## src/rtl/tstt_regs.svh

```systemverilog
// Constants for the outstanding transfer table block.
// Assumes inclusion by its bare name from rtl/.
`ifndef TSTT_REGS_SVH
`define TSTT_REGS_SVH
`define TSTT_DEPTH 4
`define TSTT_IDX_W 2
`define TSTT_NCH 2
`define TSTT_NXF 2
`define TSTT_TAG_W 16
`define TSTT_RPID_W 32
`define TSTT_CH_W 16
`define TSTT_XID_W 8
`define TSTT_CNT_W 32
`define TSTT_UID_W 64
`define TSTT_LEN_W 8
`define TSTT_RC_OK 8'h00
`define TSTT_RC_FAIL 8'hFE
`define TSTT_RC_INVAL 8'hFF
`define TSTT_RPID_LO 32
`define TSTT_CTRL_FSN_MASK 8'hF0
`endif

```

## src/rtl/tstt_pkg.sv

```systemverilog
// Types for the outstanding transfer table block.
// Assumes tstt_regs.svh is on the include path.
`default_nettype none
package tstt_pkg;
	typedef enum logic [1:0] {
		ST_IDLE = 2'b00,
		ST_QUI = 2'b01,
		ST_RESP = 2'b10
	} tstt_qstate_t;
endpackage
`default_nettype wire

```

## src/rtl/tstt_mem.sv

```systemverilog
// Per-entry tag and return path storage with registered read data.
// Assumes one write port and one read port on the same clock.
`include "tstt_regs.svh"
`default_nettype none
module tstt_mem (
	input wire logic i_clk,
	input wire logic i_ce,
	input wire logic i_we,
	input wire logic [`TSTT_IDX_W-1:0] i_waddr,
	input wire logic [`TSTT_TAG_W+`TSTT_RPID_W-1:0] i_wdata,
	input wire logic [`TSTT_IDX_W-1:0] i_raddr,
	output logic [`TSTT_TAG_W+`TSTT_RPID_W-1:0] o_rdata
);
	logic [`TSTT_TAG_W+`TSTT_RPID_W-1:0] mem_r [0:`TSTT_DEPTH-1];
	always_ff @(posedge i_clk) begin
		if (i_ce && i_we) begin
			mem_r[i_waddr] <= i_wdata;
		end
	end
	always_ff @(posedge i_clk) begin
		if (i_ce) begin
			o_rdata <= mem_r[i_raddr];
		end
	end
endmodule
`default_nettype wire

```

## src/rtl/tstt_table.sv

```systemverilog
// Contract
// - Target read or write request allocates a new outstanding table entry.
// - Entry is freed when transfer ends and completion is raised.
// - Entry tag copied from request tag and returned in completion.
// - Entry stores chosen return path; used for completion and reply check.
// - Channel added when node accepts it, removed when inactive.
// - Finished channel looks up table for tag and initiator identifier.
// - Read adds transfer id per data-ready; drops after final reply validated.
// - Return codes: 00h success, FEh failure, FFh invalid; rest reserved.
// - Byte offset is four bytes, relative to buffer base.
// - Byte count four bytes, covers only current split portion.
// - Control carries frame and reset type; sequence number field zeroed.
// - Length is one byte giving frame data field size.
// - Channel parameter is two bytes.
// - Return path identifier is four bytes.
// - In-order flag 0 stores as arrives; 1 places offset zero at base; code uses one flag and offset for all entries, from the last accepted start.
// - Substitute flag overwrites message bytes 4..7 with return path.
// - Start count four bytes, used by first data message.
// - Tag is two bytes matching the process tag.
// - Threshold count four bytes triggers further data messages.
// - Unique identifier is eight bytes, same for all configurers.
// - Quiesce aborts related processes then sends response with code.
// - Per-node deadlock flag limits outstanding messages to that node.
// - Finished channel removed; if sole channel, complete and free entry.
// Outstanding transfer table for the target transport layer.
// Assumes one request strobe per cycle; upper layer honours return codes.
`include "tstt_regs.svh"
`default_nettype none
module tstt_table (
	input wire logic I_CLK_SYS,
	input wire logic I_RST,
	input wire logic I_CE,
	input wire logic I_START,
	input wire logic I_START_IS_READ,
	input wire logic [`TSTT_TAG_W-1:0] I_START_TAG,
	input wire logic [`TSTT_RPID_W-1:0] I_START_RPID,
	input wire logic [`TSTT_CNT_W-1:0] I_START_COUNT,
	input wire logic [`TSTT_CNT_W-1:0] I_THRESH_COUNT,
	input wire logic [`TSTT_CNT_W-1:0] I_BYTE_OFFSET,
	input wire logic I_IN_ORDER,
	output logic O_START_ACK,
	output logic [7:0] O_START_RC,
	output logic [`TSTT_IDX_W-1:0] O_START_IDX,
	input wire logic I_CH_ADD,
	input wire logic [`TSTT_IDX_W-1:0] I_CH_IDX,
	input wire logic [`TSTT_CH_W-1:0] I_CH_VAL,
	input wire logic I_CH_END,
	input wire logic I_CH_END_FAIL,
	input wire logic [`TSTT_CH_W-1:0] I_CH_END_VAL,
	input wire logic I_XID_ADD,
	input wire logic I_XID_DROP,
	input wire logic [`TSTT_IDX_W-1:0] I_XID_IDX,
	input wire logic [`TSTT_XID_W-1:0] I_XID_VAL,
	input wire logic [`TSTT_CNT_W-1:0] I_AVAIL,
	output logic O_NEXT_MSG,
	input wire logic [`TSTT_CNT_W-1:0] I_DATA_POS,
	output logic [`TSTT_CNT_W-1:0] O_STORE_ADDR,
	output logic O_DONE,
	output logic O_DONE_READ,
	output logic [`TSTT_TAG_W-1:0] O_DONE_TAG,
	output logic [`TSTT_RPID_W-1:0] O_DONE_RPID,
	output logic [7:0] O_DONE_RC,
	input wire logic I_MSG_SUBST,
	input wire logic [63:0] I_MSG_HDR,
	input wire logic [`TSTT_RPID_W-1:0] I_DEST_RPID,
	input wire logic [7:0] I_MSG_CTRL,
	output logic [63:0] O_MSG_HDR,
	output logic [7:0] O_MSG_CTRL,
	input wire logic I_DEADLOCK_FLAG,
	input wire logic I_MSG_SENT,
	input wire logic I_MSG_ANSWERED,
	output logic O_MSG_ALLOW,
	input wire logic I_QUIESCE,
	output logic O_ABORT_ALL,
	input wire logic I_ABORT_DONE,
	input wire logic I_ABORT_FAIL,
	output logic O_RESP_SEND,
	output logic [7:0] O_RESP_RC
);
	logic [`TSTT_DEPTH-1:0] used_r;
	logic [`TSTT_DEPTH-1:0] rd_r;
	logic [`TSTT_NCH-1:0] chv_r [0:`TSTT_DEPTH-1];
	logic [`TSTT_CH_W-1:0] ch_r [0:`TSTT_DEPTH-1][0:`TSTT_NCH-1];
	logic [`TSTT_NXF-1:0] xv_r [0:`TSTT_DEPTH-1];
	logic [`TSTT_XID_W-1:0] xid_r [0:`TSTT_DEPTH-1][0:`TSTT_NXF-1];
	logic [`TSTT_CNT_W-1:0] thr_r [0:`TSTT_DEPTH-1];
	logic [`TSTT_CNT_W-1:0] off_r;
	logic in_order_r;
	logic [`TSTT_IDX_W-1:0] free_idx;
	logic free_ok;
	logic [`TSTT_IDX_W-1:0] hit_idx;
	logic [`TSTT_NCH-1:0] hit_slot;
	logic hit_ok;
	logic [`TSTT_TAG_W+`TSTT_RPID_W-1:0] mem_rdata;
	logic done_pend_r;
	logic done_fail_r;
	logic done_rd_r;
	logic outstanding_r;
	tstt_pkg::tstt_qstate_t q_r;
	logic q_fail_r;
	function automatic logic [`TSTT_IDX_W:0] first_zero(input logic [`TSTT_DEPTH-1:0] v);
		logic [`TSTT_IDX_W:0] r;
		r = '0;
		for (int i = `TSTT_DEPTH - 1; i >= 0; i--) begin
			if (!v[i]) begin
				r = {1'b1, i[`TSTT_IDX_W-1:0]};
			end
		end
		return r;
	endfunction
	always_comb begin
		logic [`TSTT_IDX_W:0] f;
		f = first_zero(used_r);
		free_ok = f[`TSTT_IDX_W];
		free_idx = f[`TSTT_IDX_W-1:0];
	end
	// Channel lookup; first match wins if software duplicated a channel
	always_comb begin
		hit_ok = 1'b0;
		hit_idx = '0;
		hit_slot = '0;
		for (int e = `TSTT_DEPTH - 1; e >= 0; e--) begin
			for (int s = `TSTT_NCH - 1; s >= 0; s--) begin
				if (used_r[e] && chv_r[e][s] && ch_r[e][s] == I_CH_END_VAL) begin
					hit_ok = 1'b1;
					hit_idx = e[`TSTT_IDX_W-1:0];
					hit_slot = '0;
					hit_slot[s] = 1'b1;
				end
			end
		end
	end
	wire logic ch_end_hit = I_CH_END && hit_ok;
	wire logic sole_ch = (chv_r[hit_idx] & ~hit_slot) == '0;
	wire logic finish = ch_end_hit && sole_ch;
	wire logic do_alloc = I_START && free_ok && q_r == tstt_pkg::ST_IDLE;

	// Start answer: failure when full or while quiescing
	always_comb begin
		O_START_ACK = I_START;
		O_START_IDX = free_idx;
		O_START_RC = do_alloc ? `TSTT_RC_OK : `TSTT_RC_FAIL;
	end

	tstt_mem u_mem (
		.i_clk(I_CLK_SYS),
		.i_ce(I_CE),
		.i_we(do_alloc),
		.i_waddr(free_idx),
		.i_wdata({I_START_TAG, I_START_RPID}),
		.i_raddr(hit_idx),
		.o_rdata(mem_rdata)
	);
	always_ff @(posedge I_CLK_SYS or posedge I_RST) begin
		if (I_RST) begin
			used_r <= '0;
			rd_r <= '0;
		end else if (I_CE) begin
			if (q_r == tstt_pkg::ST_QUI && I_ABORT_DONE) begin
				used_r <= '0;
			end else begin
				if (finish) begin
					used_r[hit_idx] <= 1'b0;
				end
				if (do_alloc) begin
					used_r[free_idx] <= 1'b1;
					rd_r[free_idx] <= I_START_IS_READ;
				end
			end
		end
	end

	generate
		for (genvar e = 0; e < `TSTT_DEPTH; e++) begin : g_ent
			always_ff @(posedge I_CLK_SYS or posedge I_RST) begin
				if (I_RST) begin
					chv_r[e] <= '0;
					xv_r[e] <= '0;
					thr_r[e] <= '0;
				end else if (I_CE) begin
					if (do_alloc && free_idx == e) begin
						chv_r[e] <= '0;
						xv_r[e] <= '0;
						thr_r[e] <= I_THRESH_COUNT;
					end else begin
						if (ch_end_hit && hit_idx == e) begin
							chv_r[e] <= chv_r[e] & ~hit_slot;
						end else if (I_CH_ADD && I_CH_IDX == e && used_r[e]) begin
							for (int s = `TSTT_NCH - 1; s >= 0; s--) begin
								if (!chv_r[e][s] && (chv_r[e] & ((1 << s) - 1)) ==
									((1 << s) - 1)) begin
									chv_r[e][s] <= 1'b1;
									ch_r[e][s] <= I_CH_VAL;
								end
							end
						end
						if (I_XID_IDX == e && used_r[e] && rd_r[e]) begin
							for (int s = 0; s < `TSTT_NXF; s++) begin
								if (I_XID_DROP && xv_r[e][s] && xid_r[e][s] == I_XID_VAL) begin
									xv_r[e][s] <= 1'b0;
								end
							end
							if (I_XID_ADD && !I_XID_DROP) begin
								for (int s = `TSTT_NXF - 1; s >= 0; s--) begin
									if (!xv_r[e][s] && (xv_r[e] & ((1 << s) - 1)) ==
										((1 << s) - 1)) begin
										xv_r[e][s] <= 1'b1;
										xid_r[e][s] <= I_XID_VAL;
									end
								end
							end
						end
					end
				end
			end
		end
	endgenerate

	// Threshold reached on the addressed entry asks for the next data message
	always_ff @(posedge I_CLK_SYS or posedge I_RST) begin
		if (I_RST) begin
			O_NEXT_MSG <= 1'b0;
		end else if (I_CE) begin
			O_NEXT_MSG <= used_r[I_XID_IDX] && I_AVAIL >= thr_r[I_XID_IDX];
		end
	end

	// Placement base latched at start; out-of-order mode ignores the placement base
	always_ff @(posedge I_CLK_SYS or posedge I_RST) begin
		if (I_RST) begin
			off_r <= '0;
			in_order_r <= 1'b0;
			O_STORE_ADDR <= '0;
		end else if (I_CE) begin
			if (do_alloc) begin
				off_r <= I_BYTE_OFFSET;
				in_order_r <= I_IN_ORDER;
			end
			O_STORE_ADDR <= in_order_r ? I_DATA_POS - off_r : I_DATA_POS;
		end
	end

	// Completion is two cycles after the end, since table read data is registered
	always_ff @(posedge I_CLK_SYS or posedge I_RST) begin
		if (I_RST) begin
			done_pend_r <= 1'b0;
			done_fail_r <= 1'b0;
			done_rd_r <= 1'b0;
		end else if (I_CE) begin
			done_pend_r <= finish;
			done_fail_r <= I_CH_END_FAIL;
			done_rd_r <= rd_r[hit_idx];
		end
	end

	always_ff @(posedge I_CLK_SYS or posedge I_RST) begin
		if (I_RST) begin
			O_DONE <= 1'b0;
			O_DONE_READ <= 1'b0;
			O_DONE_TAG <= '0;
			O_DONE_RPID <= '0;
			O_DONE_RC <= `TSTT_RC_OK;
		end else if (I_CE) begin
			O_DONE <= done_pend_r;
			if (done_pend_r) begin
				O_DONE_READ <= done_rd_r;
				O_DONE_TAG <= mem_rdata[`TSTT_TAG_W+`TSTT_RPID_W-1:`TSTT_RPID_W];
				O_DONE_RPID <= mem_rdata[`TSTT_RPID_W-1:0];
				O_DONE_RC <= done_fail_r ? `TSTT_RC_FAIL : `TSTT_RC_OK;
			end
		end
	end

	// Outgoing message header: bytes 4..7 replaced by return path
	always_ff @(posedge I_CLK_SYS or posedge I_RST) begin
		if (I_RST) begin
			O_MSG_HDR <= '0;
			O_MSG_CTRL <= '0;
		end else if (I_CE) begin
			O_MSG_HDR <= I_MSG_SUBST ? {I_MSG_HDR[63:`TSTT_RPID_LO], I_DEST_RPID}
				: I_MSG_HDR;
			O_MSG_CTRL <= I_MSG_CTRL & ~`TSTT_CTRL_FSN_MASK;
		end
	end

	// Deadlock flag: one outstanding message at a time to that node
	always_ff @(posedge I_CLK_SYS or posedge I_RST) begin
		if (I_RST) begin
			outstanding_r <= 1'b0;
		end else if (I_CE) begin
			if (I_MSG_SENT) begin
				outstanding_r <= 1'b1;
			end else if (I_MSG_ANSWERED) begin
				outstanding_r <= 1'b0;
			end
		end
	end
	assign O_MSG_ALLOW = !I_DEADLOCK_FLAG || !outstanding_r;
	// Quiesce sequencer
	always_ff @(posedge I_CLK_SYS or posedge I_RST) begin
		if (I_RST) begin
			q_r <= tstt_pkg::ST_IDLE;
			q_fail_r <= 1'b0;
		end else if (I_CE) begin
			case (q_r)
				tstt_pkg::ST_IDLE: begin
					if (I_QUIESCE) begin
						q_r <= tstt_pkg::ST_QUI;
					end
				end
				tstt_pkg::ST_QUI: begin
					if (I_ABORT_DONE) begin
						q_fail_r <= I_ABORT_FAIL;
						q_r <= tstt_pkg::ST_RESP;
					end
				end
				tstt_pkg::ST_RESP: begin
					q_r <= tstt_pkg::ST_IDLE;
				end
				default: begin
					q_r <= tstt_pkg::ST_IDLE;
				end
			endcase
		end
	end
	assign O_ABORT_ALL = q_r == tstt_pkg::ST_QUI;
	assign O_RESP_SEND = q_r == tstt_pkg::ST_RESP;
	assign O_RESP_RC = q_fail_r ? `TSTT_RC_FAIL : `TSTT_RC_OK;
endmodule
`default_nettype wire

```

## config.mk

```make
export PLATFORM = sky130hd
export DESIGN_NAME = tstt_table
export DESIGN_NICKNAME = d
export VERILOG_FILES = /design/src/rtl/tstt_pkg.sv /design/src/rtl/tstt_mem.sv /design/src/rtl/tstt_table.sv
export VERILOG_INCLUDE_DIRS = /design/src /design/src/rtl
export SDC_FILE = /design/constraint.sdc
export NUM_CORES = 1
export LEC_CHECK = 0
export ABC_AREA = 1
export BUFFER_PORTS_ARGS = -buffer_cell sky130_fd_sc_hd__buf_2
export CORE_AREA = 2 2 296 298
export DETAILED_ROUTE_END_ITERATION = 7
export DIE_AREA = 0 0 298 300
export GPL_TIMING_DRIVEN = 0
export PLACE_DENSITY = 0.7
export RECOVER_POWER = 100
export SLEW_MARGIN = 20
export SYNTH_ARGS = -nofsm -noshare
export SYNTH_HDL_FRONTEND = slang
export SYNTH_HIERARCHICAL = 1
export SYNTH_SLANG_ARGS = --single-unit
```

## constraint.sdc

```tcl
create_clock -name I_CLK_SYS -period 13.65 [get_ports I_CLK_SYS]
set_input_delay 0.6825 -clock I_CLK_SYS [delete_from_list [all_inputs] [get_ports I_CLK_SYS]]
set_output_delay 0.6825 -clock I_CLK_SYS [all_outputs]
set_load 0.02 [all_outputs]
```

; Yosys cells after proc, flatten, opt, wreduce, memory -nomap -nowiden
; Memory sizes are Yosys's and may differ from the RTL's. A register that Yosys moved wholly into a read port is not among the register bits.
; Index checks and enable logic that the tools add are counted.
[op_classes]
n_addsub = 1
order_cmp = 8
n_eq_ne = 21
muxes = 133
bitwise_logic = 12
reduce_logical = 96
[ops]
columns = op, count
row1 = two-way mux 32 bit, 7
row2 = equality test 16 bit, 8
row3 = OR reduction 32 bit, 3
row4 = two-way mux 2 bit, 38
row5 = two-way mux 1 bit, 68
row6 = binary-select mux 32 bit (select 2 bit), 1
row7 = logical AND 1 bit, 53
row8 = greater-or-equal comparator 32 bit, 1
row9 = subtractor 32 bit, 1
row10 = two-way mux 8 bit, 3
row11 = nonzero test 3 bit, 8
row12 = AND reduction 2 bit, 11
row13 = AND reduction 3 bit, 7
row14 = two-way mux 4 bit, 5
row15 = equality test 2 bit (second input constant), 7
row16 = two-way mux 3 bit, 4
row17 = AND 2 bit, 5
row18 = logical NOT 2 bit, 5
row19 = less-than comparator 2 x 3 -> 1 bit (second input constant), 3
row20 = equality test 2 x 1 -> 1 bit (second input constant), 4
row21 = logical NOT 1 bit, 7
row22 = greater-or-equal comparator 3 bit (second input constant), 2
row23 = inverter 2 -> 3 bit, 2
row24 = AND 4 bit, 1
row25 = other kinds (14), 17
[word_totals]
ff_bits = 343
ramBits = 320
in_bits = 374
output_inout_bits = 185
wordCells = 304
n_memories = 2
[mem_list]
columns = name, depth, word_bits, read_ports, rd_ports_with_merged_regs, write_ports, line
row1 = u_mem.mem_r, 4, 48, 1, 1, 1, tstt_mem.sv:14  ; logic [`TSTT_TAG_W+`TSTT_RPID_W-1:0] mem_r [0:`TSTT_DEPTH-1];
row2 = ch_r, 4, 32, 4, 0, 1, tstt_table.sv:83  ; logic [`TSTT_CH_W-1:0] ch_r [0:`TSTT_DEPTH-1][0:`TSTT_NCH-1];

; Longest topological paths before layout
; Gate-level depths: netlist (run 1).
; An unclocked memory read counts as a cell.
[logic_depth]
ltp_word = 24
depth_mapped = 22
mapped_depth_nobuf = 20

; Modules after synthesis
; Netlist (run 1), hierarchy kept.
[by_module_without_submodules]
columns = module, instances, cells_per_inst, area_per_inst_um2, seq_area_each_um2
row1 = tstt_table, 1, 3110, 24647.4, 12251.8
row2 = tstt_mem, 1, 808, 9537.9, 7206.9

; Worst setup path after synthesis (run 1)
; No wires, ideal clock.
[synth_timing]
kind = register to register
from = register used_r[3]
to = memory u_mem/mem_r[1][0] in the netlist's numbering, enable pin
setup_ps = 513
t_arrival_ps = 4628
required_ps = 13137
setup_slack_ps = 8509
path_stages_with_launch = 7
n_path_buf = 1
period_less_slack_ps = 5141
path_cell_list = dfrtp_1 -> clkbuf_2 -> inv_1 -> nand2_1 -> a21oi_1 -> inv_1 -> nor3_1
[synth_between]
word_cells_on_any_way = 9
cone_classes = mux: 6 / reduce/logical: 3
[synth_rtl]
columns = item, line
row1 = "start, declared", tstt_table.sv:80  ; logic [`TSTT_DEPTH-1:0] used_r;
row2 = "start signal, assigned", tstt_table.sv:156  ; used_r <= '0;
row3 = "start signal, assigned", tstt_table.sv:160  ; used_r <= '0;
row4 = "start signal, assigned by index", tstt_table.sv:163  ; used_r[hit_idx] <= 1'b0;
row5 = two-way mux 3 bit (4 in series), tstt_table.sv:105  ; if (!v[i]) begin
row6 = via O_START_IDX[0], tstt_table.sv:43  ; output logic [`TSTT_IDX_W-1:0] O_START_IDX,
row7 = "end, declared", tstt_mem.sv:14
; The timed path passes the listed nets, and every way through them passes these cells.

; Final worst setup path (run 1)
[layout_timing]
from = input I_CE
to = memory u_mem/mem_r[2][32] in the netlist's numbering, enable pin
[layout_between]
elab_chain_cells = 3
[layout_lines]
columns = item, line
row1 = "start, declared", tstt_table.sv:32  ; input wire logic I_CE,
row2 = logical AND 1 bit, tstt_mem.sv:16  ; if (i_ce && i_we) begin
row3 = two-way mux 1 bit, tstt_mem.sv:16
row4 = two-way mux 1 bit (not written as such), tstt_mem.sv:17  ; mem_r[i_waddr] <= i_wdata;
; No other way between the ends.

==> run summary, run 1 <==
Die Y: 300 um
worst r2r path cells: 10
worst-margin pin slew: 4.46 ns
synth unique cells: 55
Tot GR Track Use: 24.5%
H-tree levels: 3
CTS tree: done
Synth Cell Area: 0.0342 mm^2
hpwl dp: 83900 um
Final WS setup: 7.06 ns
asr flop ratio synth: 47.7%
met1 Usage GRT: 33.6%
vias per inst: 5.02
gp weighted congestion: 1.00
area post-placement: 0.0386 mm^2
Final setup viols: 0
# fillers: 8333
Slew Viols, Final: 222
Post-Route WL: 112000 um
dpl cells: 5610
TritonRoute pass-1 iters: 6
top area cells in the synthesized netlist: edfxtp_1 (32%), dfrtp_1 (25%), nand2_1 (13%), inv_1 (5.8%), o21ai_0 (5.4%)
EDFF count, synth: 368
boundary pin count: 559
antenna violations before repair: 15
critical path data arrival time: 6.89 ns
# rows: 108
total power draw: 6.20 mW
fmax: 152 MHz
worst min path class: primary input to flop
# clock sinks: 704
Main synth FF type: edfxtp_1
peak supply drop: 0.0993 mV
CP max FO: 40
Setup WS pre-CTS: 9.62 ns
Post-CTS Setup Bufs: 0
hold_ws: 0.252 ns
initial core utilization: 39.7%
RSZ-0062 raised after global routing: false
Final Net Count: 4973
Area Growth Syn to Fin: 19.0%
DIE AREA: 0.0894 mm^2
most common cell after layout, fill and taps aside: nand2_1
post-synthesis cell count: 3918
Vias: 28912
Synth area leader: edfxtp_1
Yosys reg bits: 704
Final period util: 48.3%
post-route non-filler standard cell count: 5756
status: finished, violations left
P_leak: 19.2 nW
first-pass GRT wire length: 168000 um
vias in the first global route: 27603
endpoints failing hold: 0
Crit. End Element: flop
layout cells sized above 1: 12.4%
commonest non-fill, non-tap cells in the layout: nand2_1 (1213), inv_1 (525), clkbuf_1 (385)
Rel. slew slack: -199%
clock latency on the worst-skew pair: 0.63 ns
CTS resizes: 0
core box area: 0.0862 mm^2
Worst Skew: 0.0302 ns
Die X: 298 um
initial drt markers: 2875
busiest grt layer: met2
GRT Residual Overflow: 0
Num CTS Buffers: 78
CP Class: primary input to flop
hold buffers post-CTS: 0
hold-critical path depth: 3
required time worst endpoint: 13.95 ns
largest net degree at the start of global routing: 97
port bufs: 489
post-synthesis sequential area ratio: 56.9%
setup TNS: 0 ns
startpoint types: primary input
failing checks: capacitance limit, slew limit
routing usage on met2: 38.5%
Tmin final: 6.59 ns
CTS root buf: clkbuf_16
Yosys warnings: 6
PD cells: 152 mW/mm^2
drt wl/cell: 19.5 um
Reg clk slew, reported paths: 0.06 ns
Syn Area/Cell: 8.73 um^2
post-route cell area: 0.0407 mm^2
final core utilization: 47.2%
area share of the largest cell type after synthesis: 32.3%
Final ANT Viol Nets: 0
met3 Use GR: 5.77%
# DRC: 0
max-cap violation count: 4
buffer depth of the longest clock path: 3
## synthesized netlist by cell type, types with 10 or more instances
master	number
nor2_1	324
clkbuf_1	81
buf_4	40
buf_2	31
xor2_1	10
nand2_1	1211
buf_6	10
nand2_2	19
edfxtp_1	368
dfrtp_1	336
xnor2_1	14
buf_1	13
nor3_1	17
o211ai_1	11
o21ai_0	369
a21oi_1	105
nand3_1	180
mux2_2	50
inv_1	525
inv_2	13
nand4_1	35
ha_1	63
## cell type report
| class | count | area, um^2 | area share, % |
|---|---|---|---|
| tap | 1155 | 1450 | 3.55 |
| sequential | 704 | 19500 | 47.8 |
| timing repair buffer | 531 | 2370 | 5.83 |
| antenna | 2 | 5.00 | 0.0123 |
| clock inverter | 39 | 478 | 1.17 |
| buffer | 177 | 882 | 2.17 |
| clock buffer | 105 | 2240 | 5.50 |
| multi-input combinational | 2502 | 11800 | 28.9 |
| inverter | 541 | 2030 | 4.99 |
## path summary, 6_finish.rpt
kind                                              from                            to  slack, ns
max in group asynchronous                        I_RST     O_MSG_HDR[11]$_DFFE_PP0P_       7.45
hold / removal                           I_MSG_CTRL[0]     O_MSG_CTRL[0]$_DFFE_PP0P_       0.25
setup / recovery                                  I_CE  u_mem/mem_r[2][32]$_DFFE_PP_       7.06
hold reg to reg            u_mem/o_rdata[10]$_DFFE_PP_   O_DONE_RPID[10]$_DFFE_PP0P_       0.47
setup reg to reg                 used_r[2]$_DFFE_PP0P_  u_mem/mem_r[2][32]$_DFFE_PP_       8.71
min in group asynchronous                        I_RST         thr_r[28]$_DFFE_PP0P_       1.51
## cell families after synthesis
logic type,share of synthesized area [%]
and+or+nand+nor,21.6
buffers and inverters,8.66
DFF,56.9
AOI/OAI and AO/OA,8.15
adders and majority gates,2.36
muxes,1.65
xor gates and xnor gates,0.615
other,0.0110
## power by group
group	leakage [nW]	internal, mW	switching (mW)	total (mW)
clock	1.34	1.30	0.920	2.22
combinational	10.2	0.420	0.884	1.30
sequential	7.63	2.52	0.153	2.68
total	19.2	4.25	1.96	6.20
## routing by layer
metal / vias up / share of wire [%]
met1: 13585 / 43
met2: 1295 / 45
met3: 211 / 9.5
li1: 13797 / -
met5: - / 0.14
met4: 24 / 2.8
## worst max-delay path: stages
cell and delay [ns]:
clkbuf_1 0.59, clkbuf_1 2.07, nand2_1 0.41, nor3_1 0.80, clkbuf_1 0.54, clkbuf_1 0.51, clkbuf_1 0.42, clkbuf_1 0.47
clkbuf_1 0.34
## registers in the layout, indices dropped and copies added, names as in the netlist, 8 cells and up
name / cells
O_DONE_RPID: 32
O_DONE_TAG: 16
O_MSG_HDR: 64
O_STORE_ADDR: 32
ch_r: 128
chv_r: 8
off_r: 32
thr_r: 128
u_mem/mem_r: 192
u_mem/o_rdata: 48
(Power assumes the default switching activity.)
==> run 2, diff against run 1 <==
--- a/config.mk
+++ b/config.mk
@@ -6,13 +6,13 @@
 export SDC_FILE = /design/constraint.sdc
 export NUM_CORES = 1
 export LEC_CHECK = 0
-export ABC_AREA = 1
+export ABC_AREA = 0
 export BUFFER_PORTS_ARGS = -buffer_cell sky130_fd_sc_hd__buf_2
-export CORE_AREA = 2 2 296 298
+export CORE_AREA = 2 2 283 285
 export DETAILED_ROUTE_END_ITERATION = 7
-export DIE_AREA = 0 0 298 300
+export DIE_AREA = 0 0 285 287
 export GPL_TIMING_DRIVEN = 0
-export PLACE_DENSITY = 0.7
+export PLACE_DENSITY = 0.72
 export RECOVER_POWER = 100
 export SLEW_MARGIN = 20
 export SYNTH_ARGS = -nofsm -noshare
==> constraint.sdc (replaced) <==
create_clock -name I_CLK_SYS -period 5.5 [get_ports I_CLK_SYS]
set_input_delay 0.275 -clock I_CLK_SYS [delete_from_list [all_inputs] [get_ports I_CLK_SYS]]
set_output_delay 0.275 -clock I_CLK_SYS [all_outputs]
set_load 0.02 [all_outputs]
==> run 2 against run 1 <==
Compared with the run above: flip-flop and latch count is the same; first-iteration DRC count shrank 50%; final cell count shrank 27%; die area shrank 8.5%; highest routed layer unchanged; utilization grew 4.2 points; register-to-register slack lost 8.0 ns; largest cell class unchanged; worst hold slack lost 0.20 ns; combinational power grew to 2.6 times the previous value; sequential power grew to 2.5 times the previous value; the run still ends with capacitance limit, slew limit left.
==> run summary, run 2 <==
status: finished, violations left
failing checks: capacitance limit, slew limit
hpwl dp: 62700 um (-25%)
startpoint types: primary input
port bufs: 485 (-0.82%)
fmax: 208 MHz
endpoints failing hold: 0 (unchanged)
post-synthesis sequential area ratio: 62.1% (+5.2 points)
critical path data arrival time: 5.02 ns (-1.87 ns)
Synth Cell Area: 0.0313 mm^2 (-8.3%)
GRT Residual Overflow: 0 (unchanged)
hold_ws: 0.0506 ns (-0.202 ns)
# fillers: 6625 (-20%)
XOR/XNOR share of the synthesized area: 4.33% (+3.7 points)
CP Class: primary input to flop
# rows: 103 (-4.6%)
area share of the largest cell type after synthesis: 35.3% (+2.9 points)
antenna violations before repair: 11 (-4)
post-route non-filler standard cell count: 4176 (-27%)
worst-margin pin slew: 2.10 ns (-2.37 ns)
PD cells: 392 mW/mm^2 (+160%)
core box area: 0.0786 mm^2 (-8.8%)
vias in the first global route: 22342 (-19%)
adder-cell share of the synthesized area: 2.58% (+0.22 points)
# clock sinks: 704 (unchanged)
Post-CTS Setup Bufs: 0 (unchanged)
boundary pin count: 559 (unchanged)
most common cell after layout, fill and taps aside: edfxtp_1
commonest non-fill, non-tap cells in the layout: edfxtp_1 (368), dfrtp_1 (336), clkbuf_1 (325)
gp weighted congestion: 0.898 (-10%)
layout cells sized above 1: 24.5% (+12 points)
simple-gate share of the synthesized area: 7.31% (-14 points)
asr flop ratio synth: 47.7% (unchanged)
Vias: 21720 (-25%)
P_leak: 16.4 nW (-15%)
RSZ-0062 raised after global routing: false
CTS tree: done
Tmin final: 4.80 ns
top area cells in the synthesized netlist: edfxtp_1 (35%), dfrtp_1 (27%), mux2_2 (8.1%), mux4_2 (5.8%), xor2_1 (3.2%)
hold buffers post-CTS: 251 (+251)
CTS resizes: 0 (unchanged)
Setup WS pre-CTS: 0.737 ns (-8.88 ns)
Synth Area in Compound Gates: 5.08% (-3.1 points)
Slew Viols, Final: 221 (-0.45%)
Main synth FF type: edfxtp_1
EDFF count, synth: 368 (unchanged)
Final Net Count: 3491 (-30%)
TritonRoute pass-1 iters: 5 (-1)
H-tree levels: 3 (unchanged)
DIE AREA: 0.0818 mm^2 (-8.5%)
Final ANT Viol Nets: 0 (unchanged)
drt wl/cell: 21.3 um (+9.3%)
buffer depth of the longest clock path: 3 (unchanged)
# DRC: 0 (unchanged)
Die X: 285 um (-4.4%)
Post-synth top cells: edfxtp_1 (368), dfrtp_1 (336), mux2_2 (225)
count leader, synth: edfxtp_1
first-pass GRT wire length: 133000 um (-21%)
Synth area leader: edfxtp_1
largest registers: u_mem/mem_r (192), ch_r (128), thr_r (128)
CTS root buf: clkbuf_16
Die Y: 287 um (-4.3%)
worst min path class: primary input to flop
Num CTS Buffers: 77 (-1.3%)
dpl cells: 3773 (-33%)
peak supply drop: 0.265 mV (+170%)
Tot GR Track Use: 21.3% (-3.2 points)
initial core utilization: 39.9% (+0.20 points)
Yosys reg bits: 704 (unchanged)
Final WS setup: 0.700 ns (-6.36 ns)
Syn Area/Cell: 14.2 um^2 (+63%)
vias per inst: 5.20 (+3.5%)
initial drt markers: 1445 (-50%)
max reg flops: 192 (unchanged)
Crit. End Element: flop
Final setup viols: 0 (unchanged)
Rel. slew slack: -39.7% (+160 points)
synth unique cells: 84 (+53%)
Most flops, register: u_mem/mem_r
Area Growth Syn to Fin: 28.9%
mux cell area share after synthesis: 15.6% (+14 points)
clock latency on the worst-skew pair: 0.65 ns (+0.02 ns)
max-cap violation count: 9 (+5)
largest family of logic cells by synthesized area: multiplexers
CP max FO: 45 (+13%)
post-synthesis cell count: 2199 (-44%)
required time worst endpoint: 5.72 ns (-8.23 ns)
Post-Route WL: 89000 um (-21%)
Reg clk slew, reported paths: 0.06 ns (about the same)
largest net degree at the start of global routing: 46 (-53%)
Final period util: 87.3%
Worst Skew: 0.0516 ns (+0.0213 ns)
Yosys warnings: 6 (unchanged)
## run 2: layer usage
| layer | wire length (um) | part of all wire, % | global-route usage [%] |
|---|---|---|---|
| met1 | 36100 | 41 | 26.6 |
| met2 | 42800 | 48 | 35.5 |
| met5 | 25 | 0.028 | 0 |
| met4 | 3080 | 3.5 | 8.09 |
| met3 | 7020 | 7.9 | 5.74 |
## run 2: per-stage QoR
step | setup TNS (ns) | utilization [%] | cell area [um^2] | power, mW
6_report | 0 | 51.4 | 40400 | 15.8
5_1_grt | 0 | 51.3 | 40400 | 16.5
4_1_cts | 0 | 52.0 | 40900 | 16.0
3_5_place_dp | 0 | 45.3 | 35600 | 10.2
3_3_place_gp | -1255.99 | 44.7 | 35100 | 10.1
2_1_floorplan | -155.10 | - | 31400 | 9.08
## run 2: final timing paths
check,from,end,slack [ns],depth (start not counted)
worst min register to register,u_mem/o_rdata[10]$_DFFE_PP_,O_DONE_RPID[10]$_DFFE_PP0P_,0.47,1
worst min-delay path,I_DATA_POS[28],O_STORE_ADDR[28]$_DFFE_PP0P_,0.05,3
min in group asynchronous,I_RST,O_MSG_HDR[43]$_DFFE_PP0P_,0.49,3
worst max register to register,used_r[2]$_DFFE_PP0P_,u_mem/mem_r[2][6]$_DFFE_PP_,0.74,4
worst max-delay path,I_CE,ch_r[1][19]$_DFFE_PP_,0.70,8
max in group asynchronous,I_RST,thr_r[25]$_DFFE_PP0P_,1.22,7
## run 2: kinds of logic (layout without fill, tap and decap cells)
group,count (synthesis),count (layout)
XOR/XNOR,151,151
AO/OA/AOI/OAI,244,244
other,1,18
buffers and inverters,202,1112
AND/OR/NAND/NOR,476,476
flip-flops,704,704
adder cells (fa/ha/maj),64,64
multiplexers,357,357
## run 2: layout make-up
type | instances | area (um^2) | share of cell area [%]
tap | 1050 | 1310 | 3.25
antenna | 11 | 27.5 | 0.0682
clock inverter | 48 | 731 | 1.81
clock buffer | 93 | 2050 | 5.07
sequential | 704 | 19500 | 48.2
multi-input combinational | 1299 | 10900 | 27.1
buffer | 119 | 627 | 1.55
timing repair buffer | 769 | 4920 | 12.2
inverter | 83 | 313 | 0.775
## run 2: where the power goes
group          internal, mW  total [mW]  switching, mW
clock network          3.36        5.60           2.24
registers              6.35        6.77          0.417
logic                  1.57        3.44           1.87
total                  11.3        15.8           4.53
## run 2: critical path, cell delays in order
cell           delay [ns]
dlygate4sd3_1        0.55
buf_4                0.23
buf_16               0.30
clkbuf_1             0.84
clkbuf_1             0.69
clkbuf_2             0.60
nand4_1              0.30
nor2_1               1.19
==> run 3, diff against run 2 <==
--- a/config.mk
+++ b/config.mk
@@ -12,8 +12,9 @@
 export DETAILED_ROUTE_END_ITERATION = 7
 export DIE_AREA = 0 0 285 287
 export GPL_TIMING_DRIVEN = 0
-export PLACE_DENSITY = 0.72
+export PLACE_DENSITY_LB_ADDON = 0.2
 export RECOVER_POWER = 100
+export SKIP_CTS_REPAIR_TIMING = 1
 export SLEW_MARGIN = 20
 export SYNTH_ARGS = -nofsm -noshare
 export SYNTH_HDL_FRONTEND = slang
==> run 3 against run 2 <==
Compared with the run above: the run ends with hold timing, capacitance limit, slew limit left; utilization down 0.17 points; highest routed layer unchanged; clock-buffer cell count up 16; combinational power about the same; sequential power about the same; final area down 0.33%; non-clock buffer count down 10; sequential share of layout area up 0.16 points; worst hold slack worse by 0.064 ns; largest power group unchanged.
==> run summary, run 3 (synthesis results as in run 2) <==
# fillers: 6894 (+4.1%)
endpoints failing hold: 1 (+1)
peak supply drop: 0.289 mV (+9.0%)
# DRC: 0 (unchanged)
Most flops, register: u_mem/mem_r
critical path data arrival time: 4.94 ns (-0.08 ns)
gp weighted congestion: 0.900 (+0.28%)
drt wl/cell: 22.2 um (+4.0%)
buffer depth of the longest clock path: 3 (unchanged)
CTS root buf: clkbuf_16
status: finished, violations left
final core utilization: 51.2% (-0.17 points)
initial core utilization: 39.9% (unchanged)
Post-Route WL: 92400 um (+3.8%)
P_leak: 16.4 nW (about the same)
vias per inst: 5.15 (-1.0%)
Die Y: 287 um (unchanged)
vias in the first global route: 21317 (-4.6%)
antenna violations before repair: 9 (-2)
Final setup viols: 0 (unchanged)
Die X: 285 um (unchanged)
first-pass GRT wire length: 133000 um (+0.23%)
fmax: 217 MHz (+4.2%)
initial drt markers: 1437 (-0.55%)
register area: 0.0195 mm^2 (unchanged)
Crit. End Element: flop
Tmin final: 4.60 ns (-0.195 ns)
RSZ-0062 raised after global routing: false
post-route cell area: 0.0402 mm^2 (-0.33%)
failing checks: hold timing, capacitance limit, slew limit
largest net degree at the start of global routing: 38 (-17%)
Area Growth Syn to Fin: 28.4%
port bufs: 485 (unchanged)
commonest non-fill, non-tap cells in the layout: edfxtp_1 (368), dfrtp_1 (336), clkbuf_1 (316)
boundary pin count: 559 (unchanged)
area post-placement: 0.0356 mm^2 (about the same)
Final ANT Viol Nets: 0 (unchanged)
multi-input logic area: 0.0109 mm^2 (unchanged)
PD cells: 388 mW/mm^2 (-1.1%)
Final period util: 83.7% (-3.6 points)
Reg clk slew, reported paths: 0.06 ns (about the same)
Slew Viols, Final: 149 (-33%)
hold_ws: -0.0137 ns (-0.0643 ns)
max reg flops: 192 (unchanged)
Final Net Count: 3484 (-0.20%)
Vias: 21456 (-1.2%)
# rows: 103 (unchanged)
clock latency on the worst-skew pair: 0.65 ns (about the same)
# clock sinks: 704 (unchanged)
CP Class: flop to flop
Setup WS pre-CTS: 0.448 ns (-0.289 ns)
Final WS setup: 0.896 ns (+0.195 ns)
Rel. slew slack: -39.6% (+0.11 points)
H-tree levels: 3 (unchanged)
layout cells sized above 1: 25.0% (+0.51 points)
core box area: 0.0786 mm^2 (unchanged)
worst min path class: primary input to flop
max-cap violation count: 7 (-2)
Tot GR Track Use: 21.7% (+0.44 points)
GRT Residual Overflow: 0 (unchanged)
DIE AREA: 0.0818 mm^2 (unchanged)
CP max FO: 10 (-78%)
Worst Skew: 0.0484 ns (-0.00314 ns)
Num CTS Buffers: 80 (+3.9%)
total power draw: 15.6 mW (-1.4%)
hpwl dp: 66400 um (+5.9%)
startpoint types: flop
worst-margin pin slew: 2.07 ns (-0.0298 ns)
required time worst endpoint: 5.83 ns (+0.11 ns)
CTS tree: done
largest registers: u_mem/mem_r (192), ch_r (128), thr_r (128)
most common cell after layout, fill and taps aside: edfxtp_1
TritonRoute pass-1 iters: 5 (unchanged)
==> run 3: cell types whose count changed in the layout (fill, tap and decap cells not counted), sizes merged <==
cell / delta
buf: +12
bufinv: -9
dlygate4sd3: -8
diode: -6
clkinv: +3
clkbuf: +2
inv: -2
clkinvlp: -1
==> run 3: final timing paths <==
path	slack (ns)	startpoint	cells past startpoint	to
setup / recovery	0.90	used_r[2]$_DFFE_PP0P_	6	u_mem/mem_r[0][0]$_DFFE_PP_
hold / removal	-0.01	I_MSG_HDR[23]	3	O_MSG_HDR[23]$_DFFE_PP0P_
setup reg to reg	0.90	used_r[2]$_DFFE_PP0P_	6	u_mem/mem_r[0][0]$_DFFE_PP_
hold reg to reg	0.45	u_mem/o_rdata[22]$_DFFE_PP_	1	O_DONE_RPID[22]$_DFFE_PP0P_
max in group asynchronous	1.59	I_RST	9	O_DONE_TAG[14]$_DFFE_PP0P_
min in group asynchronous	0.19	I_RST	3	thr_r[23]$_DFFE_PP0P_
==> run 3: metrics by stage <==
stage,hold WS (ns),instances,setup TNS [ns]
2_1_floorplan,0.374,2205,-155.10
3_3_place_gp,0.452,3740,-1170.67
3_5_place_dp,0.269,3771,0
4_1_cts,-0.420,3919,0
5_1_grt,-0.0268,4165,0
6_report,-0.0137,4167,0
==> run 3: layer usage <==
metal  track usage [%]  up-vias  routed length, um
met3              5.46      155               6160
met2              36.1      715              44800
li1                  -     9792                  -
met1              28.0    10788              39000
met5                 0        -                 40
met4              6.83        6               2470
==> run 3: layout make-up <==
cell class                      count  area share [%]
Inverter                           83           0.777
Clock inverter                     39            1.18
Multi-Input combinational cell   1299            27.2
Sequential cell                   704            48.4
Clock buffer                      109            5.44
Antenna cell                        5          0.0311
Timing Repair Buffer              759            12.2
Buffer                            119            1.57
Tap cell                         1050            3.26
==> run 3: worst max-delay path: stages, from the launching register on <==
cell      delay, ns
dfrtp_1        0.47
clkbuf_1       0.34
a41oi_1        1.03
nor4bb_1       1.74
buf_6          0.31
buf_4          0.22
buf_8          0.17
==> run 3: report_power, final <==
group | total [mW] | internal, mW | switching [mW]
combinational | 3.47 | 1.58 | 1.89
clock | 5.34 | 3.08 | 2.26
sequential | 6.78 | 6.35 | 0.428
total | 15.6 | 11.0 | 4.58
